==> src/hw/cod_pkg.sv <==
// Constants, state types and helpers of the clock output and divider bank.
package cod_pkg;
	localparam int NUM_OUT = 8;
	// Register offsets.
	localparam logic [7:0] OFS_FB_WIN_HI = 8'h00;
	localparam logic [7:0] OFS_VCXO_FB_LO = 8'h01;
	localparam logic [7:0] OFS_SECOND_FB_LO = 8'h02;
	localparam logic [7:0] OFS_SECOND_FB_HI = 8'h03;
	localparam logic [7:0] OFS_REF_WIN_HI = 8'h04;
	localparam logic [7:0] OFS_REF_LO = 8'h05;
	localparam logic [7:0] OFS_SYNTH_FB_HI = 8'h08;
	localparam logic [7:0] OFS_SYNTH_FB_LO = 8'h09;
	localparam logic [7:0] OFS_PREDIV = 8'h0C;
	localparam logic [7:0] OFS_OSC_SEL = 8'h1F;
	localparam logic [7:0] OFS_SYSREF_EN = 8'h76;
	// Index 0 is the first sysref output, index 7 the last.
	localparam logic [7:0][7:0] OFS_SYSREF = {8'h5C, 8'h4D, 8'h4C, 8'h3D,
		8'h3C, 8'h2E, 8'h2D, 8'h2C};
	// Field positions inside the sysref output state registers.
	localparam int POS_PD = 7;
	localparam int POS_FMT = 4;
	localparam int POS_AMP = 2;
	// Reset values.
	localparam logic [11:0] RST_VCXO_FB = 12'hC00;
	localparam logic [8:0] RST_SECOND_FB = 9'h060;
	localparam logic [11:0] RST_REF_DIV = 12'h000;
	localparam logic [8:0] RST_SYNTH_FB = 9'h000;
	localparam logic [5:0] RST_PREDIV = 6'h00;
	// Amplitude codes in millivolts.
	localparam logic [9:0] AMP_MV_0 = 10'h0FA;
	localparam logic [9:0] AMP_MV_1 = 10'h1F4;
	localparam logic [9:0] AMP_MV_2 = 10'h2EE;
	localparam logic [9:0] AMP_MV_3 = 10'h3E8;

	typedef struct packed {
		logic [2:0] fb_ph;
		logic fb2_pd;
		logic [11:0] vcxo_fb;
		logic [8:0] fb2;
		logic bypass;
		logic [2:0] ref_ph;
		logic [11:0] ref_div;
		logic [8:0] synth_fb;
		logic div_flag;
		logic [5:0] prediv;
		logic osc_sel;
		logic [7:0] pd;
		logic [7:0] fmt;
		logic [7:0][1:0] amp;
		logic [7:0] en;
		logic [7:0] rdata;
		logic rvalid;
	} cod_regs_t;

	typedef struct packed {
		logic powered;
		logic lvpecl;
		logic toggle;
		logic static_low;
		logic [9:0] amp_mv;
	} cod_stage_t;

	// Same decode for both formats.
	function automatic logic [9:0] cod_amp_mv(input logic [1:0] code);
		logic [9:0] mv;
		mv = AMP_MV_0;
		case (code)
			2'h1: mv = AMP_MV_1;
			2'h2: mv = AMP_MV_2;
			2'h3: mv = AMP_MV_3;
			default: mv = AMP_MV_0;
		endcase
		return mv;
	endfunction
endpackage

==> src/hw/cod_out_stage.sv <==
// Control decode for one sysref output stage.
module cod_out_stage
	import cod_pkg::*;
(
	// Clock and reset.
	input wire logic clk,
	input wire logic rst_n,
	// Stored settings.
	input wire logic pd,
	input wire logic fmt,
	input wire logic en,
	input wire logic [1:0] amp,
	// Stage controls.
	output logic powered,
	output logic lvpecl,
	output logic toggle,
	output logic static_low,
	output logic [9:0] amp_mv
);
	cod_stage_t q, d;

	always_comb begin
		d = '0;
		// A powered-down stage ignores format, enable and swing.
		if (!pd) begin
			d.powered = 1'b1;
			d.lvpecl = fmt;
			d.toggle = en;
			d.static_low = !en;
			d.amp_mv = cod_amp_mv(amp);
		end
	end

	always_ff @(posedge clk or negedge rst_n) begin
		if (!rst_n) begin
			q <= '0;
		end else begin
			q <= d;
		end
	end

	assign powered = q.powered;
	assign lvpecl = q.lvpecl;
	assign toggle = q.toggle;
	assign static_low = q.static_low;
	assign amp_mv = q.amp_mv;
endmodule // cod_out_stage

==> src/hw/cod_regs.sv <==
// Clock output state and PLL divider configuration register bank.
module cod_regs
	import cod_pkg::*;
(
	// Clock and reset.
	input wire logic CLOCK,
	input wire logic RSTN,
	// Register port.
	input wire logic [7:0] REG_ADDR,
	input wire logic [7:0] REG_WDATA,
	input wire logic REG_WE,
	input wire logic REG_RE,
	output logic [7:0] REG_RDATA,
	output logic REG_RVALID,
	// Divider controls.
	output logic [2:0] FB_LOCK_WINDOW_PHASE,
	output logic SECOND_FB_POWER_DOWN,
	output logic SECOND_FB_ENABLE,
	output logic [11:0] VCXO_FEEDBACK_DIVIDER,
	output logic [8:0] SECOND_FEEDBACK_DIVIDER,
	output logic BYPASS_CONTROL,
	output logic [2:0] REF_LOCK_WINDOW_PHASE,
	output logic [11:0] REFERENCE_DIVIDER,
	output logic [8:0] SYNTH_FEEDBACK_DIVIDER,
	output logic DIVIDER_CONTROL_FLAG,
	output logic [5:0] SYNTH_PRE_DIVIDER,
	output logic OSCILLATOR_SELECT_BIT,
	// Sysref output stage controls.
	output logic [7:0] SYSREF_POWERED,
	output logic [7:0] SYSREF_LVPECL,
	output logic [7:0] SYSREF_TOGGLE,
	output logic [7:0] SYSREF_STATIC_LOW,
	output logic [7:0][9:0] SYSREF_AMP_MV
);
	logic [1:0] rsync_q;
	logic rst_n;
	cod_regs_t q, d;
	logic [7:0] rd;

	// Release is synchronised so every flop on rst_n leaves reset on the same edge.
	always_ff @(posedge CLOCK or negedge RSTN) begin
		if (!RSTN) begin
			rsync_q <= 2'b00;
		end else begin
			rsync_q <= {rsync_q[0], 1'b1};
		end
	end
	assign rst_n = rsync_q[1];

	always_comb begin
		d = q;
		d.rvalid = 1'b0;
		rd = 8'h00;
		if (REG_WE) begin
			case (REG_ADDR)
				OFS_FB_WIN_HI: begin
					d.fb_ph = REG_WDATA[7:5];
					d.fb2_pd = REG_WDATA[4];
					d.vcxo_fb[11:8] = REG_WDATA[3:0];
				end
				OFS_VCXO_FB_LO: d.vcxo_fb[7:0] = REG_WDATA;
				OFS_SECOND_FB_LO: d.fb2[7:0] = REG_WDATA;
				OFS_SECOND_FB_HI: begin
					d.fb2[8] = REG_WDATA[7];
					d.bypass = REG_WDATA[0];
				end
				OFS_REF_WIN_HI: begin
					d.ref_ph = REG_WDATA[7:5];
					d.ref_div[11:8] = REG_WDATA[3:0];
				end
				OFS_REF_LO: d.ref_div[7:0] = REG_WDATA;
				OFS_SYNTH_FB_HI: d.synth_fb[8] = REG_WDATA[0];
				OFS_SYNTH_FB_LO: d.synth_fb[7:0] = REG_WDATA;
				OFS_PREDIV: begin
					d.div_flag = REG_WDATA[7];
					d.prediv = REG_WDATA[5:0];
				end
				OFS_OSC_SEL: d.osc_sel = REG_WDATA[0];
				default: begin
				end
			endcase
			for (int i = 0; i < NUM_OUT; i++) begin
				if (REG_ADDR == OFS_SYSREF[i]) begin
					d.pd[i] = REG_WDATA[POS_PD];
					d.fmt[i] = REG_WDATA[POS_FMT];
					d.amp[i] = REG_WDATA[POS_AMP +: 2];
				end
				if (REG_ADDR == OFS_SYSREF_EN) begin
					d.en[i] = REG_WDATA[NUM_OUT - 1 - i];
				end
			end
		end
		// Reserved bits and unmapped offsets read as zero.
		case (REG_ADDR)
			OFS_FB_WIN_HI: rd = {q.fb_ph, q.fb2_pd, q.vcxo_fb[11:8]};
			OFS_VCXO_FB_LO: rd = q.vcxo_fb[7:0];
			OFS_SECOND_FB_LO: rd = q.fb2[7:0];
			OFS_SECOND_FB_HI: rd = {q.fb2[8], 6'h00, q.bypass};
			OFS_REF_WIN_HI: rd = {q.ref_ph, 1'b0, q.ref_div[11:8]};
			OFS_REF_LO: rd = q.ref_div[7:0];
			OFS_SYNTH_FB_HI: rd = {7'h00, q.synth_fb[8]};
			OFS_SYNTH_FB_LO: rd = q.synth_fb[7:0];
			OFS_PREDIV: rd = {q.div_flag, 1'b0, q.prediv};
			OFS_OSC_SEL: rd = {7'h00, q.osc_sel};
			default: begin
			end
		endcase
		for (int i = 0; i < NUM_OUT; i++) begin
			if (REG_ADDR == OFS_SYSREF[i]) begin
				rd[POS_PD] = q.pd[i];
				rd[POS_FMT] = q.fmt[i];
				rd[POS_AMP +: 2] = q.amp[i];
			end
			if (REG_ADDR == OFS_SYSREF_EN) begin
				rd[NUM_OUT - 1 - i] = q.en[i];
			end
		end
		if (REG_RE) begin
			d.rvalid = 1'b1;
			d.rdata = rd;
		end
	end

	always_ff @(posedge CLOCK or negedge rst_n) begin
		if (!rst_n) begin
			q <= '0;
			q.vcxo_fb <= RST_VCXO_FB;
			q.fb2 <= RST_SECOND_FB;
			q.ref_div <= RST_REF_DIV;
			q.synth_fb <= RST_SYNTH_FB;
			q.prediv <= RST_PREDIV;
		end else begin
			q <= d;
		end
	end

	assign REG_RDATA = q.rdata;
	assign REG_RVALID = q.rvalid;
	assign FB_LOCK_WINDOW_PHASE = q.fb_ph;
	assign SECOND_FB_POWER_DOWN = q.fb2_pd;
	assign SECOND_FB_ENABLE = !q.fb2_pd;
	assign VCXO_FEEDBACK_DIVIDER = q.vcxo_fb;
	assign SECOND_FEEDBACK_DIVIDER = q.fb2;
	assign BYPASS_CONTROL = q.bypass;
	assign REF_LOCK_WINDOW_PHASE = q.ref_ph;
	assign REFERENCE_DIVIDER = q.ref_div;
	assign SYNTH_FEEDBACK_DIVIDER = q.synth_fb;
	assign DIVIDER_CONTROL_FLAG = q.div_flag;
	assign SYNTH_PRE_DIVIDER = q.prediv;
	assign OSCILLATOR_SELECT_BIT = q.osc_sel;

	// Stage controls are registered once more, so they lag a write by two edges.
	for (genvar g = 0; g < NUM_OUT; g++) begin : g_stage
		cod_out_stage u_stage (
			.clk(CLOCK),
			.rst_n(rst_n),
			.pd(q.pd[g]),
			.fmt(q.fmt[g]),
			.en(q.en[g]),
			.amp(q.amp[g]),
			.powered(SYSREF_POWERED[g]),
			.lvpecl(SYSREF_LVPECL[g]),
			.toggle(SYSREF_TOGGLE[g]),
			.static_low(SYSREF_STATIC_LOW[g]),
			.amp_mv(SYSREF_AMP_MV[g])
		);
	end
endmodule // cod_regs

==> config.mk <==
export PLATFORM = sky130hd
export DESIGN_NAME = cod_regs
export DESIGN_NICKNAME = d
export VERILOG_FILES = /design/src/hw/cod_pkg.sv /design/src/hw/cod_out_stage.sv /design/src/hw/cod_regs.sv
export SDC_FILE = /design/constraint.sdc
export NUM_CORES = 1
export LEC_CHECK = 0
export BUFFER_PORTS_ARGS = -buffer_cell sky130_fd_sc_hd__buf_4
export CAP_MARGIN = 20
export CELL_PAD_IN_SITES_DETAIL_PLACEMENT = 1
export CELL_PAD_IN_SITES_GLOBAL_PLACEMENT = 1
export CORE_UTILIZATION = 34
export DETAILED_ROUTE_END_ITERATION = 7
export GPL_TIMING_DRIVEN = 0
export MAX_ROUTING_LAYER = met4
export PLACE_DENSITY = 0.63
export SYNTH_ARGS = -nofsm -noshare
export SYNTH_HDL_FRONTEND = slang
export SYNTH_SLANG_ARGS = --single-unit
==> constraint.sdc <==
create_clock -name CLOCK -period 9.7 [get_ports CLOCK]
set_clock_uncertainty 0.15 [all_clocks]
set_input_delay 1.94 -clock CLOCK [delete_from_list [all_inputs] [get_ports CLOCK]]
set_output_delay 1.94 -clock CLOCK [all_outputs]
set_load 0.01 [all_outputs]
==> impl_metrics.toml, run 1 <==
[die]
die-width_um = 164
die_h_um = 164
fp.coreArea_mm2 = 0.0254
die_area_mm2 = 0.0268
initial_core_util_pct = 35.0
io_pins = 200
rows = 58

[sta]
grt_setup_unrepaired = "false"
post-route-period-util_pct = 42.0
finalMaxSlewViolations = 0
hold_ws_ns = 0.205
hold_violations = 0
max_freq_mhz = 245
worst_slew_pin_slew_ns = 0.983
relSlewSlack_pct = 34.3
min_period_ns = 4.08
setup_viol_count_final = 0
setup_tns_ns = 0
fin_ws_ns = 5.62

[setup_path]
crit_arrival_ns = 4.26
cp-end-kind = "flop"
r2r_slack_ns = 7.81
critPathLaunch = "REG_ADDR[0]"
rr_worst_depth = 4
required_ns = 9.88
crit_path_max_fanout = 10
crit_type = "in2reg"
worstReg2RegEnd = "REG_RDATA[1]"
r2r-start = "REFERENCE_DIVIDER[1]"
crit_end = "OSCILLATOR_SELECT_BIT"
worstSetupStartpointType = "primary input"

[global_route]
grt_pass1_wl_um = 39900
antenna_found_initial = 0
grt_max_degree = 65
grt_pass1_vias = 6728
grt_overflow_total = 0
grt_usage_pct = 20.6

[placed_design]
io_buffers = 185
gp_congestion = 0.874
preCtsSetupSlack_ns = 5.10
place_hpwl_um = 19200

[yosys]
yosysTopAreaCell = "dfrtp_1"
postSynthCellCount = 755
synth_edf_count = 0
synth_cell_types = 74
synth_seq_cells = 189
syn_area_per_cell_um2 = 11.8
yosysSeqAreaShare_pct = 53.3
synth_flop_cell = "dfrtp_1"
synthesis.area_mm2 = 0.00889
postSynth.asyncResetShare_pct = 100
yosys_warnings = 0
synth_area_leaders = "dfrtp_1 (52%), mux2_2 (10%), buf_4 (5.7%)"
synthDominantCellAreaShare_pct = 52.1

[run]
cap_violations = 0

[clocking]
clock_latency_ns = 0.45
clock_path_buffers = 2
cts_sinks = 189
cts_made_buffers = 17
cts_root_buf = "clkbuf_16"
cts_resized = 0
htreeDepth = 4
hold_buffers = 0
path_clk_slew_ns = 0.07
cts_tree = "done"
cts_setup_buffers = 0

[finish]
fin_nets = 1022
fillCellCount = 2773
drive_above_1_share_pct = 40.6
utilization_pct = 44.7
antenna_cells = 0
syn_to_final_growth_pct = 27.8

[min_path]
holdPathStages = 0
hp-class = "reg2reg"

[route]
drt-pass1-iter-count = 4
drt_iter0_markers = 314
wirelength_um = 25800
num_vias = 6408
drc = 0
drt-vias-per-instance = 4.88
drt.antenna.violating_nets = 0
wl_per_cell_um = 19.6

[power]
peakVddDrop_mv = 0.100
power_density_mw_per_mm2 = 159
p_leak_uw = 0.00551

[run_status]
run_status = "completed"
-- cells by family after synthesis --
group | Yosys count | share of synthesized area (%)
adders and majority gates | 33 | 4.64
other | 2 | 0.0845
muxes | 110 | 14.2
xor gates and xnor gates | 1 | 0.0985
and+or+nand+nor | 210 | 12.7
buffers and inverters | 135 | 8.75
AOI/OAI and AO/OA | 75 | 6.30
DFF | 189 | 53.3
-- registers in the layout, indices dropped and copies added, names as in the netlist --
| signal | count |
|---|---|
| g_stage.u_stage.lvpecl | 8 |
| g_stage.u_stage.amp_mv | 56 |
| REFERENCE_DIVIDER | 12 |
| SECOND_FB_POWER_DOWN | 1 |
| q | 40 |
| SYNTH_FEEDBACK_DIVIDER | 9 |
| OSCILLATOR_SELECT_BIT | 1 |
| DIVIDER_CONTROL_FLAG | 1 |
| SECOND_FEEDBACK_DIVIDER | 9 |
| REG_RVALID | 1 |
| REF_LOCK_WINDOW_PHASE | 3 |
| SYNTH_PRE_DIVIDER | 6 |
| g_stage.u_stage.toggle | 8 |
| BYPASS_CONTROL | 1 |
| rsync_q | 2 |
| REG_RDATA | 8 |
| VCXO_FEEDBACK_DIVIDER | 12 |
| g_stage.u_stage.static_low | 8 |
| FB_LOCK_WINDOW_PHASE | 3 |
-- cell usage after synthesis (3+ instances only) --
| master | instances |
|---|---|
| ha_1 | 33 |
| dfstp_2 | 4 |
| o2bb2ai_1 | 3 |
| a31oi_1 | 3 |
| clkbuf_1 | 27 |
| a221oi_1 | 8 |
| mux2i_1 | 10 |
| nand2_1 | 20 |
| buf_1 | 3 |
| nand4b_1 | 4 |
| dfrtp_1 | 185 |
| nand3_1 | 13 |
| nand4_1 | 5 |
| nor2_1 | 86 |
| o22ai_1 | 3 |
| o211ai_1 | 6 |
| and3_1 | 5 |
| nand3b_1 | 3 |
| mux4_2 | 3 |
| mux2_2 | 82 |
| o21ai_0 | 8 |
| a21oi_1 | 11 |
| inv_1 | 29 |
| a22oi_1 | 4 |
| nand2b_1 | 4 |
| nor3_1 | 9 |
| nor2b_1 | 29 |
| buf_2 | 7 |
| nor4_1 | 5 |
| buf_4 | 68 |
| mux2_1 | 15 |
-- worst min path at each step --
| stage | to | startpoint | slack (ns) |
|---|---|---|---|
| after floorplan | rsync_q[1] | rsync_q[0] | 0.18 |
| after global placement | rsync_q[1] | rsync_q[0] | 0.19 |
| after detailed placement | rsync_q[1] | rsync_q[0] | 0.19 |
| after CTS | rsync_q[1] | rsync_q[0] | 0.21 |
| after global routing | rsync_q[1] | rsync_q[0] | 0.22 |
| final | rsync_q[1] | rsync_q[0] | 0.21 |
-- cell type report --
| class | count | area, um^2 | share of cell area, % |
|---|---|---|---|
| multi-input combinational | 438 | 3400 | 30.0 |
| sequential | 189 | 4740 | 41.7 |
| timing repair buffer | 188 | 1450 | 12.8 |
| buffer | 106 | 669 | 5.89 |
| inverter | 29 | 109 | 0.958 |
| clock inverter | 15 | 149 | 1.31 |
| tap | 330 | 413 | 3.63 |
| clock buffer | 17 | 425 | 3.74 |
-- power breakdown --
part / total (uW) / internal (uW) / leakage [uW] / switching [uW]
sequential: 870 / 834 / 0.00240 / 36.7
combinational: 236 / 115 / 0.00284 / 121
clock: 696 / 362 / 0.000272 / 334
-- layout by cell type, fill, tap and decap left out, types with 5 or more instances in the layout --
cell type,netlist,final
a21oi_1,11,11
a221oi_1,8,8
and3_1,5,5
buf_2,7,7
buf_4,68,254
clkbuf_1,27,27
clkbuf_16,0,17
conb_1,2,9
dfrtp_1,185,184
ha_1,33,33
inv_1,29,29
inv_6,0,6
mux2_1,15,15
mux2_2,82,82
mux2i_1,10,10
nand2_1,20,20
nand3_1,13,13
nand4_1,5,5
nor2_1,86,86
nor2b_1,29,29
nor3_1,9,9
nor4_1,5,5
o211ai_1,6,6
o21ai_0,8,8
-- worst max-delay path: stages --
cell and delay (ns):
buf_2 0.23, buf_2 0.36, buf_1 0.60, nand4b_1 0.18, nor4_1 0.51, nand2_1 0.14, mux2_2 0.29
-- per-layer routing --
| metal | GRT usage [%] | part of all wire [%] | vias to the layer above | wire length, um |
|---|---|---|---|---|
| met4 | 7.37 | 2.2 | 0 | 555 |
| met5 | - | 0 | - | 0 |
| met1 | 26.5 | 45 | 3186 | 11700 |
| met2 | 32.9 | 47 | 214 | 12200 |
| met3 | 3.43 | 5.1 | 43 | 1320 |
| li1 | - | - | 2965 | - |
-- metrics by stage --
stage          cells  total power (uW)  instance area (um^2)
2_1_floorplan    762              1000                  8920
3_3_place_gp    1277              1120                 10700
3_5_place_dp    1279              1130                 10800
4_1_cts         1311              1830                 11400
5_1_grt         1312              1880                 11400
6_report        1312              1800                 11400
(Power assumes the default switching activity.)
==> run 2, diff against run 1 <==
clock period = 4.05 ns   (was 9.7 ns; I/O delays follow)
==> run 2 against run 1 <==
Count of clock-buffer cells in the layout did not move. Sequential cell count unchanged. Combinational power grew 140%. Core utilization grew 0.34 points. Via count rose by 1.7%. Cell count grew 0.15%. Register-to-register slack lost 5.7 ns. Sequential power rose by 140%. Non-clock buffer count rose by 1. First-iteration DRC count rose by 30%.
==> impl_metrics.toml, run 2 (synthesis gave the netlist of run 1 again) <==
[power]
internal-power_uw = 3330
sw_frac_of_total_pct = 26.0
p_clk_share_pct = 41.1
power_density_mw_per_mm2 = 393
power_switching_uw = 1170
p_leak_uw = 0.00556
pwr-share-seq_pct = 46.3
p_comb_share_pct = 12.6
peakVddDrop_mv = 0.171

[setup_path]
max_stage_delay_ns = 0.61
worstSetupStartpointType = "primary input"
r2r-start = "VCXO_FEEDBACK_DIVIDER[3]"
required_ns = 4.19
crit_end = "REG_RDATA[1]"
r2r_slack_ns = 2.11
cp.depth = 7
crit_type = "in2reg"
crit_path_max_fanout = 10
timing.critical_path.mode_cell = "clkbuf_1"
cpMaxStageDelayCell = "clkbuf_1"
rr_worst_depth = 5
cpLargestDelayFamily = "buffers and inverters"
crit_arrival_ns = 3.12
cp-end-kind = "flop"
critPathLaunch = "REG_ADDR[1]"
worstReg2RegEnd = "REG_RDATA[3]"
critPathBufInv = 3
cp_cell_sequence = "clkbuf_1 -> clkbuf_1 -> clkbuf_1 -> nor2_1 -> a221oi_1 -> a2bb2oi_1 -> a21oi_1"

[global_route]
grt_pass1_vias = 6541
grt_max_degree = 68
grt_usage_pct = 20.7
grt_pass1_wl_um = 39800
grt_overflow_total = 0
antenna_found_initial = 0

[placed_design]
gp_congestion = 0.874
place_hpwl_um = 19200
io_buffers = 185
dp.cells = 1279

[sta]
post-route-period-util_pct = 73.5
worst_slew_pin_slew_ns = 1.02
setup_viol_count_final = 0
hold_ws_ns = 0.215
min_period_ns = 2.98
grt_setup_unrepaired = "false"
relSlewSlack_pct = 32.0
finalMaxSlewViolations = 0
max_freq_mhz = 336
hold_violations = 0

[route]
drt-vias-per-instance = 4.96
drt.antenna.violating_nets = 0
num_vias = 6514
wl_per_cell_um = 19.8
drt-pass1-iter-count = 4
drc = 0
drt_iter0_markers = 407
wirelength_um = 26000

[die]
die_area_mm2 = 0.0268
rows = 58
die-width_um = 164
fp.coreArea_mm2 = 0.0254
io_pins = 200
die_h_um = 164
initial_core_util_pct = 35.0

[min_path]
hp-class = "reg2reg"

[finish]
drive_above_1_share_pct = 40.6
largest_reg_flops = 56
fillCellCount = 2734
syn_to_final_growth_pct = 28.7
layout.cells.non_filler = 1314
final_common_cell = "buf_4"
layout_common_cells = "buf_4 (254), dfrtp_1 (184), nor2_1 (86)"
fin_nets = 1023

[clocking]
htreeDepth = 4
clock_path_buffers = 2
cts_made_buffers = 17
cts_root_buf = "clkbuf_16"
path_clk_slew_ns = 0.08
cts_sinks = 189
clock_latency_ns = 0.44
cts_tree = "done"

[run_status]
run_status = "completed"

[run]
cap_violations = 0
run 2: metrics by stage:
stage	util (%)	TNS (ns)	worst slack [ns]	area [um^2]	power (uW)
after floorplan	-	0	0.786	8920	2400
after global placement	42.2	-93.13	-0.525	10700	2680
after detailed placement	42.4	0	0.546	10800	2700
after CTS	45.0	0	1.01	11400	4560
after global routing	45.1	0	0.983	11400	4700
final	45.1	0	1.07	11400	4500
run 2: area by class of cell:
cell class	instances	area, um^2	area share, %
inverters	29	109	0.951
plain buffers	106	669	5.85
diodes	1	2.50	0.0219
multi-input cells	438	3400	29.7
flip-flops and latches	189	4740	41.4
clock buffers	17	425	3.72
clock inverters	15	223	1.95
repair buffers	189	1460	12.8
well taps	330	413	3.61
run 2: per-layer routing:
metal  up-vias  wire length (um)  GRT usage [%]
met2       219             12100           31.7
met5         -                 0              -
met1      3274             11900           27.6
met3        43              1310           3.86
met4         0               656           7.03
li1       2978                 -              -
run 2: how the worst min path moves through the flow:
stage,startpoint,end,slack [ns],depth (start not counted)
global route,rsync_q[0],rsync_q[1],0.22,0
global placement,rsync_q[0],rsync_q[1],0.19,0
finish,rsync_q[0],rsync_q[1],0.21,0
CTS,rsync_q[0],rsync_q[1],0.22,0
detailed placement,rsync_q[0],rsync_q[1],0.20,0
floorplan,rsync_q[0],rsync_q[1],0.18,0
run 2: power by group through the flow:
stage | sequential [uW] | clock [uW] | combinational, uW
after floorplan | 2150 | 0 | 254
after global placement | 2140 | 0 | 533
after detailed placement | 2120 | 0 | 574
after CTS | 2090 | 1890 | 576
after global routing | 2100 | 1980 | 621
final | 2080 | 1850 | 567
run 2: repair_timing:
| action | in CTS | in global routing |
|---|---|---|
| hold endpoints to repair | 2 | 0 |
| hold buffers | 1 | 0 |
| buffers inserted | 0 | 0 |
| gates resized for setup | 0 | 0 |
run 2: worst reg2reg max path, delay by kind of cell (launching register included):
family / cells / cell delay (ns)
AND/OR/NAND/NOR: 1 / 0.31
AO/OA/AOI/OAI: 3 / 0.96
multiplexers: 1 / 0.08
flip-flops: 1 / 0.39
==> run 3, diff against run 2 <==
ABC_AREA = 1   (was default)
PLACE_DENSITY = 0.69   (was 0.63)
clock period = 2.4 ns   (was 4.05 ns; I/O delays follow)
==> run 3 against run 2 <==
Sequential power grew 69%. Area after synthesis is 5.5% lower. Global-route usage is 0.62 points higher. Count of clock-buffer cells in the layout unchanged. First-iteration DRC count is 7.6% lower. Final area is 4.5% lower. Cell count rose by 13%. Sequential share of layout area grew 1.9 points. Clock power grew 52%. Critical path depth down 1. Via count is 5.5% higher. Die area down 5.5%. Critical path type unchanged. Largest cell class unchanged.
==> impl_metrics.toml, run 3 <==
[clocking]
cts_made_buffers = 17
cts_sinks = 189
path_clk_slew_ns = 0.07
cts_tree = "done"
cts_setup_buffers = 0
cts_root_buf = "clkbuf_16"
htreeDepth = 4
cts_resized = 0
clock_path_buffers = 2
clock_latency_ns = 0.44

[sta]
setup_viol_count_final = 0
worst_slew_pin_slew_ns = 0.717
min_period_ns = 2.11
setup_tns_ns = 0
finalMaxSlewViolations = 0
relSlewSlack_pct = 52.2
max_freq_mhz = 473
fin_ws_ns = 0.286
post-route-period-util_pct = 88.1
grt_setup_unrepaired = "false"
hold_violations = 0

[setup_path]
required_ns = 2.53
max_stage_delay_ns = 0.57
crit_arrival_ns = 2.24
crit_path_max_fanout = 10
crit_type = "in2reg"
cp_cell_sequence = "buf_4 -> clkbuf_1 -> clkbuf_1 -> nand2_1 -> nand2_1 -> o21ai_0"
cpMaxStageDelayCell = "clkbuf_1"
cpLargestDelayFamily = "buffers and inverters"
critPathBufInv = 3
cp-end-kind = "flop"
worstSetupStartpointType = "primary input"

[yosys]
synth_compound_area_share_pct = 8.31
synthMuxAreaShare_pct = 0
postSynthCellCount = 924
synth_common_cells = "nand2_1 (197), dfrtp_1 (185), nor2_1 (123), o21ai_0 (107), inv_1 (87)"
synth_xor_area_share_pct = 0
synth-adder-area-share_pct = 4.92
synth_simple_gate_area_share_pct = 19.2
yosysTopAreaCell = "dfrtp_1"
syn_area_per_cell_um2 = 9.09
synth_top_family_by_area = "simple AND/OR/NAND/NOR gates"
postSynth.asyncResetShare_pct = 100
yosys_warnings = 0
synth_seq_cells = 189
synth_cell_types = 32
yosysSeqAreaShare_pct = 56.4
synthesis.area_mm2 = 0.00840
synth_flop_cell = "dfrtp_1"
synthDominantCellAreaShare_pct = 55.1
synth_edf_count = 0
synth_most_common_cell = "nand2_1"
synth_area_leaders = "dfrtp_1 (55%), nand2_1 (8.8%), o21ai_0 (6.4%)"

[global_route]
grt_overflow_total = 0
grt_pass1_vias = 7168
grt_max_degree = 61
grt_pass1_wl_um = 40400
antenna_found_initial = 0
grt_usage_pct = 21.3

[route]
drt.antenna.violating_nets = 0
drt-vias-per-instance = 4.64
drt-pass1-iter-count = 5
wl_per_cell_um = 16.8
num_vias = 6873
wirelength_um = 25000
drt_iter0_markers = 376
drc = 0

[power]
power_switching_uw = 1950
p_comb_share_pct = 11.9
p_leak_uw = 0.00540
pwr-share-seq_pct = 48.8
internal-power_uw = 5230
sw_frac_of_total_pct = 27.1
peakVddDrop_mv = 0.408
p_clk_share_pct = 39.2
power_density_mw_per_mm2 = 657

[finish]
final_common_cell = "buf_4"
syn_to_final_growth_pct = 30.2
stdcell_area_mm2 = 0.0109
drive_above_1_share_pct = 27.3
layout_common_cells = "buf_4 (256), nand2_1 (197), dfrtp_1 (184)"
largest_reg_flops = 56
fin_nets = 1198
fillCellCount = 2897
antenna_cells = 0

[placed_design]
place_area_mm2 = 0.0104
place_hpwl_um = 19100
preCtsSetupSlack_ns = -0.0940
io_buffers = 191
gp_congestion = 0.851

[die]
rows = 57
initial_core_util_pct = 34.6
die-width_um = 159
fp.coreArea_mm2 = 0.0242
die_h_um = 159
die_area_mm2 = 0.0253
io_pins = 200

[run_status]
run_status = "completed"

[run]
cap_violations = 0

[min_path]
hp-class = "in2reg"
==> run 3: cell count changes after synthesis, sizes merged, moves of 11 or more <==
cell	previous run	this run
nand2	21	199
o21ai	9	109
mux2	97	0
inv	29	91
nor2	89	129
nor2b	29	0
nand3	14	34
buf	79	68
==> run 3: power groups by stage <==
stage	Combinational (uW)	Clock [uW]	Sequential, uW
floorplan	345	0	3620
global placement	783	0	3610
detailed placement	875	0	3570
CTS	879	2890	3510
global route	956	2990	3530
finish	858	2810	3510
==> run 3: area by class of cell <==
type	instances	area, um^2	share of cell area, %
Sequential cell	189	4740	43.3
Multi-Input combinational cell	561	2760	25.2
Timing Repair Buffer	195	1530	14.0
Buffer	90	592	5.41
Clock buffer	17	425	3.89
Tap cell	324	405	3.71
Inverter	91	342	3.12
Clock inverter	15	149	1.36
==> run 3: final timing paths <==
check	from	to	slack (ns)	cells past startpoint
min reg2reg	rsync_q[1]	g_stage[1].u_stage.amp_mv[4]	0.14	0
min in group asynchronous	rsync_q[1]	g_stage[1].u_stage.amp_mv[4]	0.14	0
min	REG_RE	REG_RVALID	0.02	1
max	REG_WE	q[21]	0.29	6
max reg2reg	SYNTH_FEEDBACK_DIVIDER[4]	REG_RDATA[4]	0.62	10
max in group asynchronous	rsync_q[1]	VCXO_FEEDBACK_DIVIDER[11]	1.00	2
==> run 3: cell families after synthesis <==
kind of cell / Yosys count
AO/OA/AOI/OAI: 132
adder cells (fa/ha/maj): 33
buffers and inverters: 181
flip-flops: 189
other: 2
AND/OR/NAND/NOR: 387
==> run 3: what timing repair did <==
item | CTS | global route
setup endpoints to repair | 0 | 0
hold buffers | 1 | 0
hold endpoints to repair | 2 | 0
==> run 3: through the flow <==
stage | hold WS [ns] | instances | power, uW | util (%)
floorplan | 0.0344 | 931 | 3970 | -
global route | 0.00907 | 1482 | 7480 | 45.1
CTS | 0.00500 | 1482 | 7280 | 45.1
global placement | 0.113 | 1446 | 4400 | 42.3
finish | 0.0221 | 1482 | 7180 | 45.1
detailed placement | 0.116 | 1449 | 4450 | 42.7
==> run 3: layer usage <==
layer  routed length [um]  global-route usage (%)  vias up  share of wire (%)
met5                    0                       -        -                  0
met4                  455                    6.12        0                1.8
met3                 1350                    3.70       31                5.4
met2                12400                    34.9      190                 50
met1                10700                    27.1     3358                 43
li1                     -                       -     3294                  -
